**src/can_filter_defs.svh**
```systemverilog
`ifndef CAN_FILTER_DEFS_SVH
`define CAN_FILTER_DEFS_SVH

// ==========================================================
// Byte offsets inside the module's address space
`define FILT_ACC_BASE 6'h10
`define FILT_MASK_BASE 6'h18
`define FILT_BANK_END 6'h1f
`define RXWIN_BASE 6'h20
`define RXWIN_ID_BASE 6'h20
`define RXWIN_DATA_BASE 6'h24
`define RXWIN_DLC 6'h2c
`define RXWIN_STAMP_HI 6'h2e
`define RXWIN_STAMP_LO 6'h2f
`define RXWIN_END 6'h2f

// ==========================================================
// Reset values and defaults
`define FILT_RESET_VAL 8'h00
`define RX_DEPTH_DEF 4

`endif

```
**src/can_filter_pkg.sv**
```systemverilog
package can_filter_pkg;

    // ==========================================================
    // Frame as delivered by the receive shifter
    typedef struct packed {
        logic [31:0] id;
        logic [7:0][7:0] data;
        logic [3:0] dlc;
    } rx_frame_t;

    // One FIFO stage: frame plus its own time stamp
    typedef struct packed {
        rx_frame_t frame;
        logic [15:0] stamp;
    } rx_entry_t;

    // CPU byte access
    typedef struct packed {
        logic rd;
        logic wr;
        logic [5:0] addr;
        logic [7:0] wdata;
    } cpu_req_t;

    // Filter bank as seen by the comparison logic
    typedef struct packed {
        logic [7:0][7:0] accept;
        logic [7:0][7:0] mask;
    } filter_bank_t;

endpackage : can_filter_pkg

```
**src/can_id_filter_rx_fifo.sv**
```systemverilog
// Function
// RULE1: Eight acceptance registers clear to zero on reset.
// RULE2: Acceptance registers read anytime; writes only when init request and acknowledge high.
// RULE3: Eight mask registers clear to zero on reset and read anytime.
// RULE4: Received messages queue in four-stage FIFO; oldest entry shown to CPU.
// RULE5: Each FIFO stage stores its own time stamp with its message.
// RULE6: Receive window at fixed offset holds identifier, data and length registers.
// RULE7: Window reads valid only while receive-full set; window not writable.
// RULE8: Mask writes gated by the same init-mode handshake as acceptance.
`include "can_filter_defs.svh"

module can_id_filter_rx_fifo #(
    parameter int DEPTH = `RX_DEPTH_DEF
) (
    // Clock and reset
    input wire logic clock,
    input wire logic rst_n,
    // Init-mode handshake
    input wire logic init_mode_request,
    input wire logic init_mode_acknowledge,
    // CPU byte access
    input can_filter_pkg::cpu_req_t cpu_req,
    output can_filter_pkg::filter_bank_t filter_q,
    output logic [7:0] cpu_rdata_q,
    // Receive side
    input wire logic rx_valid,
    input can_filter_pkg::rx_frame_t rx_frame,
    input wire logic [15:0] time_stamp,
    input wire logic rx_release,
    output logic receive_full_flag_q,
    output logic rx_overrun_q
);
    import can_filter_pkg::*;

    localparam int PW = $clog2(DEPTH);

    // Refused at elaboration: the pointers wrap freely, so only a power of two works
    if (DEPTH < 2 || (1 << PW) != DEPTH) begin : g_depth_check
        $error("DEPTH must be a power of two of at least 2");
    end

    // ==========================================================
    // Address decode helpers
    function automatic logic in_range(input logic [5:0] a, input logic [5:0] lo, input logic [5:0] hi);
        in_range = (a >= lo) && (a <= hi);
    endfunction : in_range

    function automatic logic [7:0] window_byte(input rx_entry_t e, input logic [5:0] a);
        logic [5:0] off;
        off = a - `RXWIN_BASE;
        window_byte = 8'h00;
        if (a < `RXWIN_DATA_BASE) begin
            window_byte = e.frame.id[8'(31 - 8 * off) -: 8];
        end else if (a < `RXWIN_DLC) begin
            window_byte = e.frame.data[3'(a - `RXWIN_DATA_BASE)];
        end else if (a == `RXWIN_DLC) begin
            window_byte = {4'h0, e.frame.dlc};
        end else if (a == `RXWIN_STAMP_HI) begin
            window_byte = e.stamp[15:8];
        end else if (a == `RXWIN_STAMP_LO) begin
            window_byte = e.stamp[7:0];
        end
    endfunction : window_byte

    // ==========================================================
    // Filter bank
    logic init_open;
    filter_bank_t filter_d;

    assign init_open = init_mode_request && init_mode_acknowledge;

    always_comb begin
        filter_d = filter_q;
        // Writes outside init mode are dropped silently, no error is flagged
        if (cpu_req.wr && init_open) begin //RULE2
            if (in_range(cpu_req.addr, `FILT_ACC_BASE, `FILT_MASK_BASE - 6'h01)) begin
                filter_d.accept[3'(cpu_req.addr - `FILT_ACC_BASE)] = cpu_req.wdata; //RULE2
            end else if (in_range(cpu_req.addr, `FILT_MASK_BASE, `FILT_BANK_END)) begin
                filter_d.mask[3'(cpu_req.addr - `FILT_MASK_BASE)] = cpu_req.wdata; //RULE8
            end
        end
    end

    always_ff @(posedge clock or negedge rst_n) begin
        if (!rst_n) begin
            filter_q.accept <= {8{`FILT_RESET_VAL}}; //RULE1
            filter_q.mask <= {8{`FILT_RESET_VAL}}; //RULE3
        end else begin
            filter_q <= filter_d;
        end
    end

    // ==========================================================
    // Receive FIFO
    rx_entry_t stage_q [DEPTH];
    rx_entry_t stage_d [DEPTH];
    logic [PW-1:0] wr_ptr_q, wr_ptr_d, rd_ptr_q, rd_ptr_d;
    logic [PW:0] count_q, count_d;
    logic overrun_d, full_d, push, pop;

    // A frame arriving while full is lost rather than overwriting the oldest
    assign push = rx_valid && (count_q != (PW+1)'(DEPTH));
    assign pop = rx_release && (count_q != '0);

    always_comb begin
        stage_d = stage_q;
        wr_ptr_d = wr_ptr_q;
        rd_ptr_d = rd_ptr_q;
        overrun_d = rx_valid && !push;
        if (push) begin
            stage_d[wr_ptr_q] = '{frame: rx_frame, stamp: time_stamp}; //RULE5
            wr_ptr_d = wr_ptr_q + PW'(1); //RULE4
        end
        if (pop) begin
            rd_ptr_d = rd_ptr_q + PW'(1); //RULE4
        end
        count_d = count_q + (PW+1)'(push) - (PW+1)'(pop);
        full_d = (count_d != '0);
    end

    always_ff @(posedge clock or negedge rst_n) begin
        if (!rst_n) begin
            for (int i = 0; i < DEPTH; i++) begin
                stage_q[i] <= '0;
            end
            wr_ptr_q <= '0;
            rd_ptr_q <= '0;
            count_q <= '0;
            receive_full_flag_q <= 1'b0;
            rx_overrun_q <= 1'b0;
        end else begin
            stage_q <= stage_d;
            wr_ptr_q <= wr_ptr_d;
            rd_ptr_q <= rd_ptr_d;
            count_q <= count_d;
            receive_full_flag_q <= full_d;
            rx_overrun_q <= overrun_d;
        end
    end

    // ==========================================================
    // CPU read path, one cycle latency
    logic [7:0] rdata_d;

    always_comb begin
        rdata_d = 8'h00;
        if (cpu_req.rd) begin
            if (in_range(cpu_req.addr, `FILT_ACC_BASE, `FILT_MASK_BASE - 6'h01)) begin
                rdata_d = filter_q.accept[3'(cpu_req.addr - `FILT_ACC_BASE)]; //RULE2
            end else if (in_range(cpu_req.addr, `FILT_MASK_BASE, `FILT_BANK_END)) begin
                rdata_d = filter_q.mask[3'(cpu_req.addr - `FILT_MASK_BASE)]; //RULE3
            end else if (in_range(cpu_req.addr, `RXWIN_BASE, `RXWIN_END) && receive_full_flag_q) begin
                // Oldest entry only; empty window reads as zero
                rdata_d = window_byte(stage_q[rd_ptr_q], cpu_req.addr); //RULE6 RULE7
            end
        end
    end

    always_ff @(posedge clock or negedge rst_n) begin
        if (!rst_n) begin
            cpu_rdata_q <= 8'h00;
        end else begin
            cpu_rdata_q <= rdata_d;
        end
    end

    // ==========================================================
    // Assertions
    property p_acc_reset;
        @(posedge clock) disable iff (!rst_n) !$past(rst_n) |-> filter_q.accept == '0;
    endproperty
    a_acc_reset: assert property (p_acc_reset) else $error("acceptance not zero after reset"); //RULE1

    property p_acc_gated;
        @(posedge clock) disable iff (!rst_n) !init_open |=> $stable(filter_q.accept);
    endproperty
    a_acc_gated: assert property (p_acc_gated) else $error("acceptance changed outside init"); //RULE2

    property p_mask_reset;
        @(posedge clock) disable iff (!rst_n) !$past(rst_n) |-> filter_q.mask == '0;
    endproperty
    a_mask_reset: assert property (p_mask_reset) else $error("mask not zero after reset"); //RULE3

    property p_mask_gated;
        @(posedge clock) disable iff (!rst_n) !init_open |=> $stable(filter_q.mask);
    endproperty
    a_mask_gated: assert property (p_mask_gated) else $error("mask changed outside init"); //RULE8

    property p_mask_read;
        @(posedge clock) disable iff (!rst_n)
            cpu_req.rd && cpu_req.addr == `FILT_MASK_BASE |=> cpu_rdata_q == $past(filter_q.mask[0]);
    endproperty
    a_mask_read: assert property (p_mask_read) else $error("mask read wrong"); //RULE3

    property p_fifo_bound;
        @(posedge clock) disable iff (!rst_n)
            count_q == (PW+1)'(DEPTH) && rx_valid && !rx_release |=> count_q == (PW+1)'(DEPTH) && rx_overrun_q;
    endproperty
    a_fifo_bound: assert property (p_fifo_bound) else $error("full FIFO accepted frame"); //RULE4

    property p_stamp_kept;
        @(posedge clock) disable iff (!rst_n)
            count_q == '0 && rx_valid && !rx_release |=> stage_q[rd_ptr_q].stamp == $past(time_stamp);
    endproperty
    a_stamp_kept: assert property (p_stamp_kept) else $error("stamp not stored with frame"); //RULE5

    property p_dlc_read;
        @(posedge clock) disable iff (!rst_n)
            cpu_req.rd && cpu_req.addr == `RXWIN_DLC && receive_full_flag_q
            |=> cpu_rdata_q == {4'h0, $past(stage_q[rd_ptr_q].frame.dlc)};
    endproperty
    a_dlc_read: assert property (p_dlc_read) else $error("window length byte wrong"); //RULE6

    property p_empty_window;
        @(posedge clock) disable iff (!rst_n)
            cpu_req.rd && in_range(cpu_req.addr, `RXWIN_BASE, `RXWIN_END) && !receive_full_flag_q
            |=> cpu_rdata_q == 8'h00;
    endproperty
    a_empty_window: assert property (p_empty_window) else $error("empty window returned data"); //RULE7

    c_fill: cover property (@(posedge clock) disable iff (!rst_n) count_q == (PW+1)'(DEPTH));
    c_overrun: cover property (@(posedge clock) disable iff (!rst_n) rx_overrun_q);
    c_init_write: cover property (@(posedge clock) disable iff (!rst_n) cpu_req.wr && init_open);
    c_push_pop: cover property (@(posedge clock) disable iff (!rst_n) push && pop);

endmodule : can_id_filter_rx_fifo

```
**config.mk**
```make
export PLATFORM = sky130hd
export DESIGN_NAME = can_id_filter_rx_fifo
export DESIGN_NICKNAME = d
export VERILOG_FILES = /design/src/can_filter_pkg.sv /design/src/can_id_filter_rx_fifo.sv
export VERILOG_INCLUDE_DIRS = /design/src
export SDC_FILE = /design/constraint.sdc
export NUM_CORES = 1
export LEC_CHECK = 0
export BUFFER_PORTS_ARGS = -buffer_cell sky130_fd_sc_hd__buf_2
export CAP_MARGIN = 40
export CORE_MARGIN = 1.5
export CORE_UTILIZATION = 40
export CTS_CLUSTER_DIAMETER = 80
export DETAILED_ROUTE_END_ITERATION = 8
export GPL_TIMING_DRIVEN = 0
export SYNTH_ARGS = -nofsm -noshare
export SYNTH_HDL_FRONTEND = slang
export SYNTH_SLANG_ARGS = --single-unit
```
**constraint.sdc**
```tcl
create_clock -name clock -period 4.6 [get_ports clock]
set_input_delay 0.46 -clock clock [delete_from_list [all_inputs] [get_ports clock]]
set_output_delay 0.46 -clock clock [all_outputs]
set_load 0.02 [all_outputs]
```
### Yosys cells after proc, flatten, opt, wreduce, memory -nomap -nowiden

Index checks and enable logic that the tools add are counted.

* bits in registers: 609
* latch bits: 0
* memory bits (writable): 0
* bits in read-only memories: 0
* input bits: 138
* output and inout bits: 138
* logic and storage cells: 143
* memories kept: 0

* add/sub/neg operators: 9
* multipliers: 0
* divide/modulo/power cells: 0
* magnitude comparators: 16
* eq/ne operators: 4
* shift-type cells: 1
* muxes and demuxes: 27
* bitwise gates (word level): 3
* reductions and logical operators: 17

Operators by type and width (count)
* $bwmux W464: 1
* $mux W116: 3
* $bmux W116 S2: 1
* $demux W116 S2: 1
* $bwmux W64: 2
* $mux W8: 14
* $bmux W8 S3: 3
* $demux W8 S3: 2
* $shiftx A39 B9 Y8: 1
* $eq A6 B6 Y1 const B: 3
* $ge A6 B5 Y1 const B: 2
* $le A6 B5 Y1 const B: 2
* $logic_and A1 B1 Y1: 12
* $lt A3 B4 Y1 const B: 3
* $lt A6 B6 Y1 const B: 2
* $sub A5 B8 Y8 const A: 1
* $ge A3 B1 Y1 const B: 2
* $ge A3 B3 Y1 const B: 2
* $ge A6 B6 Y1 const B: 1
* $le A6 B6 Y1 const B: 1
* $not A2 Y3: 2
* $reduce_bool A3 Y1: 2
* $sub A3 B1 Y3 const B: 2
* $sub A5 B1 Y5 const B: 1
* 10 further kinds: 11

### Longest topological paths before layout

* depth in word-level cells: 13
* mapped depth: 11

### Least setup slack after synthesis

No wires, ideal clock.

* path type: input-to-reg
* start point: input port cpu_req[10] in the netlist's numbering
* end point: register cpu_rdata_q[4]
* setup time: 0.082 ns
* data arrival time: 2.655 ns
* setup slack: 1.863 ns
* cell stages on the path: 10
* path buffers: 3
* cell sequence: clkbuf_1 > inv_1 > clkbuf_1 > clkbuf_1 > ha_1 > or4_1 > o21ai_0 > o221a_2 > o41ai_1 > a31oi_1

* longest elaborated chain between the ends: 10
* elaborated cells between the ends (all ways): 36

Ends and longest elaborated chain
* start, declared: RTL line can_id_filter_rx_fifo.sv:22 `input can_filter_pkg::cpu_req_t cpu_req,`
* parallel branches: the longest is 8 deep, another holds $sub A5 B8 Y8
* $mux W8 (*): RTL line can_id_filter_rx_fifo.sv:148 `` if (in_range(cpu_req.addr, `FILT_ACC_BASE, `FILT_MASK_BASE - 6'h01)) begin ``
* $mux W8 (*): RTL line can_id_filter_rx_fifo.sv:147 `if (cpu_req.rd) begin`
* net rdata_d[4]: RTL line can_id_filter_rx_fifo.sv:143 `logic [7:0] rdata_d;`
* end signal, assigned: RTL line can_id_filter_rx_fifo.sv:163 `cpu_rdata_q <= rdata_d;`
* end, declared: RTL line can_id_filter_rx_fifo.sv:24 `output logic [7:0] cpu_rdata_q,`

Mark *: on every way through the listed nets, which the timed path passes. The select of a mux whose other input is x is not followed.
A chain may end at the register's enable or synchronous reset.

### Worst setup path after layout

* start point: input port cpu_req[10] in the netlist's numbering
* end point: register cpu_rdata_q[0]

The elaborated chain is that of the path after synthesis.

==> impl_metrics.py <==
metrics = {
    "sta": {
        "setup_viol": 0,
        "max_freq_ghz": 0.231,
        "min_period_ns": 4.33,
        "tightest_slew_ns": 0.979,
        "worst_slack_ns": 0.275,
        "fin_crit_sh_pct": 94.0,
        "rsz0062_at_grt": "false",
        "max-slew-margin-rel_pct": 33.9,
        "finalSetupTns_ns": 0,
        "fin_skew_ns": 0.0222,
        "holdWs_ns": 0.0946,
        "finalMaxSlewViolations": 0,
        "hold_viol": 0,
    },
    "setup_path": {
        "path_max_fanout": 11,
        "worst-setup-path-type": "input port to register",
        "path_depth": 11,
        "critPathMaxStageDelay_ns": 0.74,
        "worst_path_max_delay_cell": "clkbuf_1",
        "cpMostUsedCell": "clkbuf_1",
        "worstPathArrival_ns": 4.78,
        "r2r_cells": 9,
        "crit_family": "buffers and inverters",
        "worstPathCellList": "buf_2, clkbuf_1, inv_1, clkbuf_1, clkbuf_1, ha_1, or4_1, o221ai_1, o311ai_0, buf_1, a31oi_1",
        "timing.rr.start": "rd_ptr_q[1]$_DFFE_PN0P_",
        "worst-path-buf-inv": 6,
        "r2r-end": "cpu_rdata_q[4]$_DFF_PN0_",
        "cp.required_ns": 5.06,
        "start_kind": "input port",
        "r2r_slack_ns": 0.47,
        "worstSetupEndpointType": "register",
    },
    "power_and_ir_drop": {
        "vdd_drop_max_uv": 366,
        "leakagePower_nw": 14.8,
        "p_per_area_nw_per_um2": 683,
        "finalPower_mw": 22.5,
    },
    "synthesis": {
        "synth_edf_count": 0,
        "netlist_top_cells_area": "dfrtp_1, mux2_2, mux4_2",
        "async_flop_share_pct": 100,
        "synth_cell_type_count": 57,
        "synth_top_area_share_pct": 55.3,
        "ys_warn_count": 0,
        "ys_seq_area_share_pct": 55.3,
        "postSynthAreaPerCell_sq_um": 15.4,
        "synthFlopType": "dfrtp_1",
        "synth-seq-cells": 609,
        "synth_cells": 1789,
        "syn_nets": 1938,
        "synth_top_cell_by_area": "dfrtp_1",
        "syn_area_sq_um": 27500,
    },
    "cts": {
        "cts_setup_buffers": 0,
        "clock_sink_count": 609,
        "cts_tree": "done",
        "ctsHoldBuffers": 1,
        "cts_buffer_depth": 3,
        "path_clk_slew_ns": 0.06,
        "cts_buffers": 69,
        "ctsResizeCount": 0,
        "clkLatencyLatePin_ns": 0.61,
        "htree_num_levels": 3,
        "cts_root_buf": "clkbuf_16",
    },
    "min_path": {
        "min-delay-path-class": "input port to register",
        "hold-path-cell-count": 2,
        "hp-start": "rx_valid",
        "hold-path-endpoint": "rx_overrun_q$_DFF_PN0_",
    },
    "global_route": {
        "use_met2_pct": 40.9,
        "use_met3_pct": 6.49,
        "grt_max_degree": 132,
        "grt_pass1_vias": 18766,
        "grt.total_usage_pct": 25.4,
        "antenna_found_initial": 27,
        "top_usage_layer": "met2",
        "grtUsageMet1_pct": 33.5,
        "grt_overflow": 0,
        "grt_pass1_wl_um": 130000,
    },
    "die": {
        "die_w_um": 265,
        "start_util_pct": 40.3,
        "placeableCoreArea_sq_um": 68300,
        "die_h_um": 265,
        "die_area_sq_um": 70400,
        "rows": 96,
        "pin_count": 276,
    },
    "finish": {
        "final_util_pct": 48.1,
        "fin_nets": 2315,
        "final_cells": 3110,
        "final_cell_mix": "dfrtp_1, mux2_2, buf_2, mux4_2, clkbuf_1",
        "final_common_cell": "dfrtp_1",
        "drive_gt1_share_pct": 53.2,
        "fill_cells": 5945,
        "synthToLayoutAreaGrowth_pct": 19.3,
        "fin_area_sq_um": 32900,
    },
    "place": {
        "numPortBuffers": 272,
        "hpwl_um": 64700,
        "place_area_sq_um": 30400,
        "place_congestion": 0.949,
        "dp.cells": 2975,
        "dp_slack_ns": -0.238,
    },
    "routing": {
        "drt_iter0_markers": 1480,
        "wl_per_cell_um": 28.6,
        "drc": 0,
        "dr.pass1.iters": 5,
        "wl_um": 88800,
        "via_count": 18054,
        "drtAntennaViolNets": 0,
        "viasPerCell": 5.81,
    },
    "run_status": {
        "status": "completed",
    },
    "flow_run": {
        "drv_cap": 0,
    },
}
layout make-up:
class	instances	area, sq um	area share [%]
Buffer	115	524	1.59
Inverter	12	45.0	0.137
Multi-Input combinational cell	1053	11700	35.7
Antenna cell	10	25.0	0.0761
Clock buffer	96	2060	6.27
Timing Repair Buffer	306	1790	5.46
Tap cell	882	1100	3.36
Sequential cell	609	15200	46.4
Clock inverter	27	344	1.05
cells in the mapped netlist (2+ instances only):
cell,number
dfrtp_1,609
mux4_2,122
nor2b_1,4
a221oi_1,6
o22ai_1,21
buf_6,6
and3_1,4
nand3_1,8
nor3_1,12
a211oi_1,4
clkbuf_1,68
buf_1,15
ha_1,10
and2_1,3
nand3b_1,3
a31oi_1,9
or3_1,3
o211ai_1,5
nand2b_1,3
o311ai_0,2
clkinv_1,2
mux2i_1,38
buf_2,20
o21ai_0,24
mux2_2,604
a22oi_1,12
o221ai_1,5
inv_1,10
mux4_1,4
a21oi_1,24
o31ai_1,2
a221o_1,3
nand2_1,40
and3b_1,2
xnor2_1,5
a2111oi_0,3
nor3_2,2
buf_4,6
nor2_1,48
where the power goes:
group          total, mW  switching, mW  internal, mW
combinational       8.00           3.72          4.28
sequential          8.66           1.09          7.57
clock               5.80           2.23          3.57
total               22.5           7.04          15.4
cells by family after synthesis:
| group | synth area share (%) |
|---|---|
| flip-flops | 55.3 |
| AO/OA/AOI/OAI | 3.15 |
| AND/OR/NAND/NOR | 2.27 |
| adder cells (fa/ha/maj) | 0.527 |
| buffers and inverters | 2.07 |
| multiplexers | 36.5 |
| XOR/XNOR | 0.191 |
flip-flops by register name, indices dropped and copies added, names as in the netlist:
| signal | flops |
|---|---|
| stage_q | 464 |
| rd_ptr_q | 2 |
| count_q | 3 |
| receive_full_flag_q | 1 |
| rx_overrun_q | 1 |
| wr_ptr_q | 2 |
| filter_q | 128 |
| cpu_rdata_q | 8 |
metal layers:
metal	vias to the layer above	part of all wire, %
met1	9624	41
met4	24	3.3
met5	-	0.17
li1	7485	-
met2	719	48
met3	202	7.6
worst max-delay path by stage:
stage | end | startpoint | slack (ns)
6_report | cpu_rdata_q[0]$_DFF_PN0_ | cpu_req[10] | 0.27
3_3_place_gp | stage_q[377]$_DFFE_PN0P_ | rst_n | -9.21
2_1_floorplan | cpu_rdata_q[4]$_DFF_PN0_ | cpu_req[10] | 1.86
4_1_cts | cpu_rdata_q[0]$_DFF_PN0_ | cpu_req[10] | 0.39
3_5_place_dp | cpu_rdata_q[0]$_DFF_PN0_ | cpu_req[10] | -0.24
5_1_grt | cpu_rdata_q[0]$_DFF_PN0_ | cpu_req[10] | 0.29
Note: power is estimated with default switching activity, not from simulation.
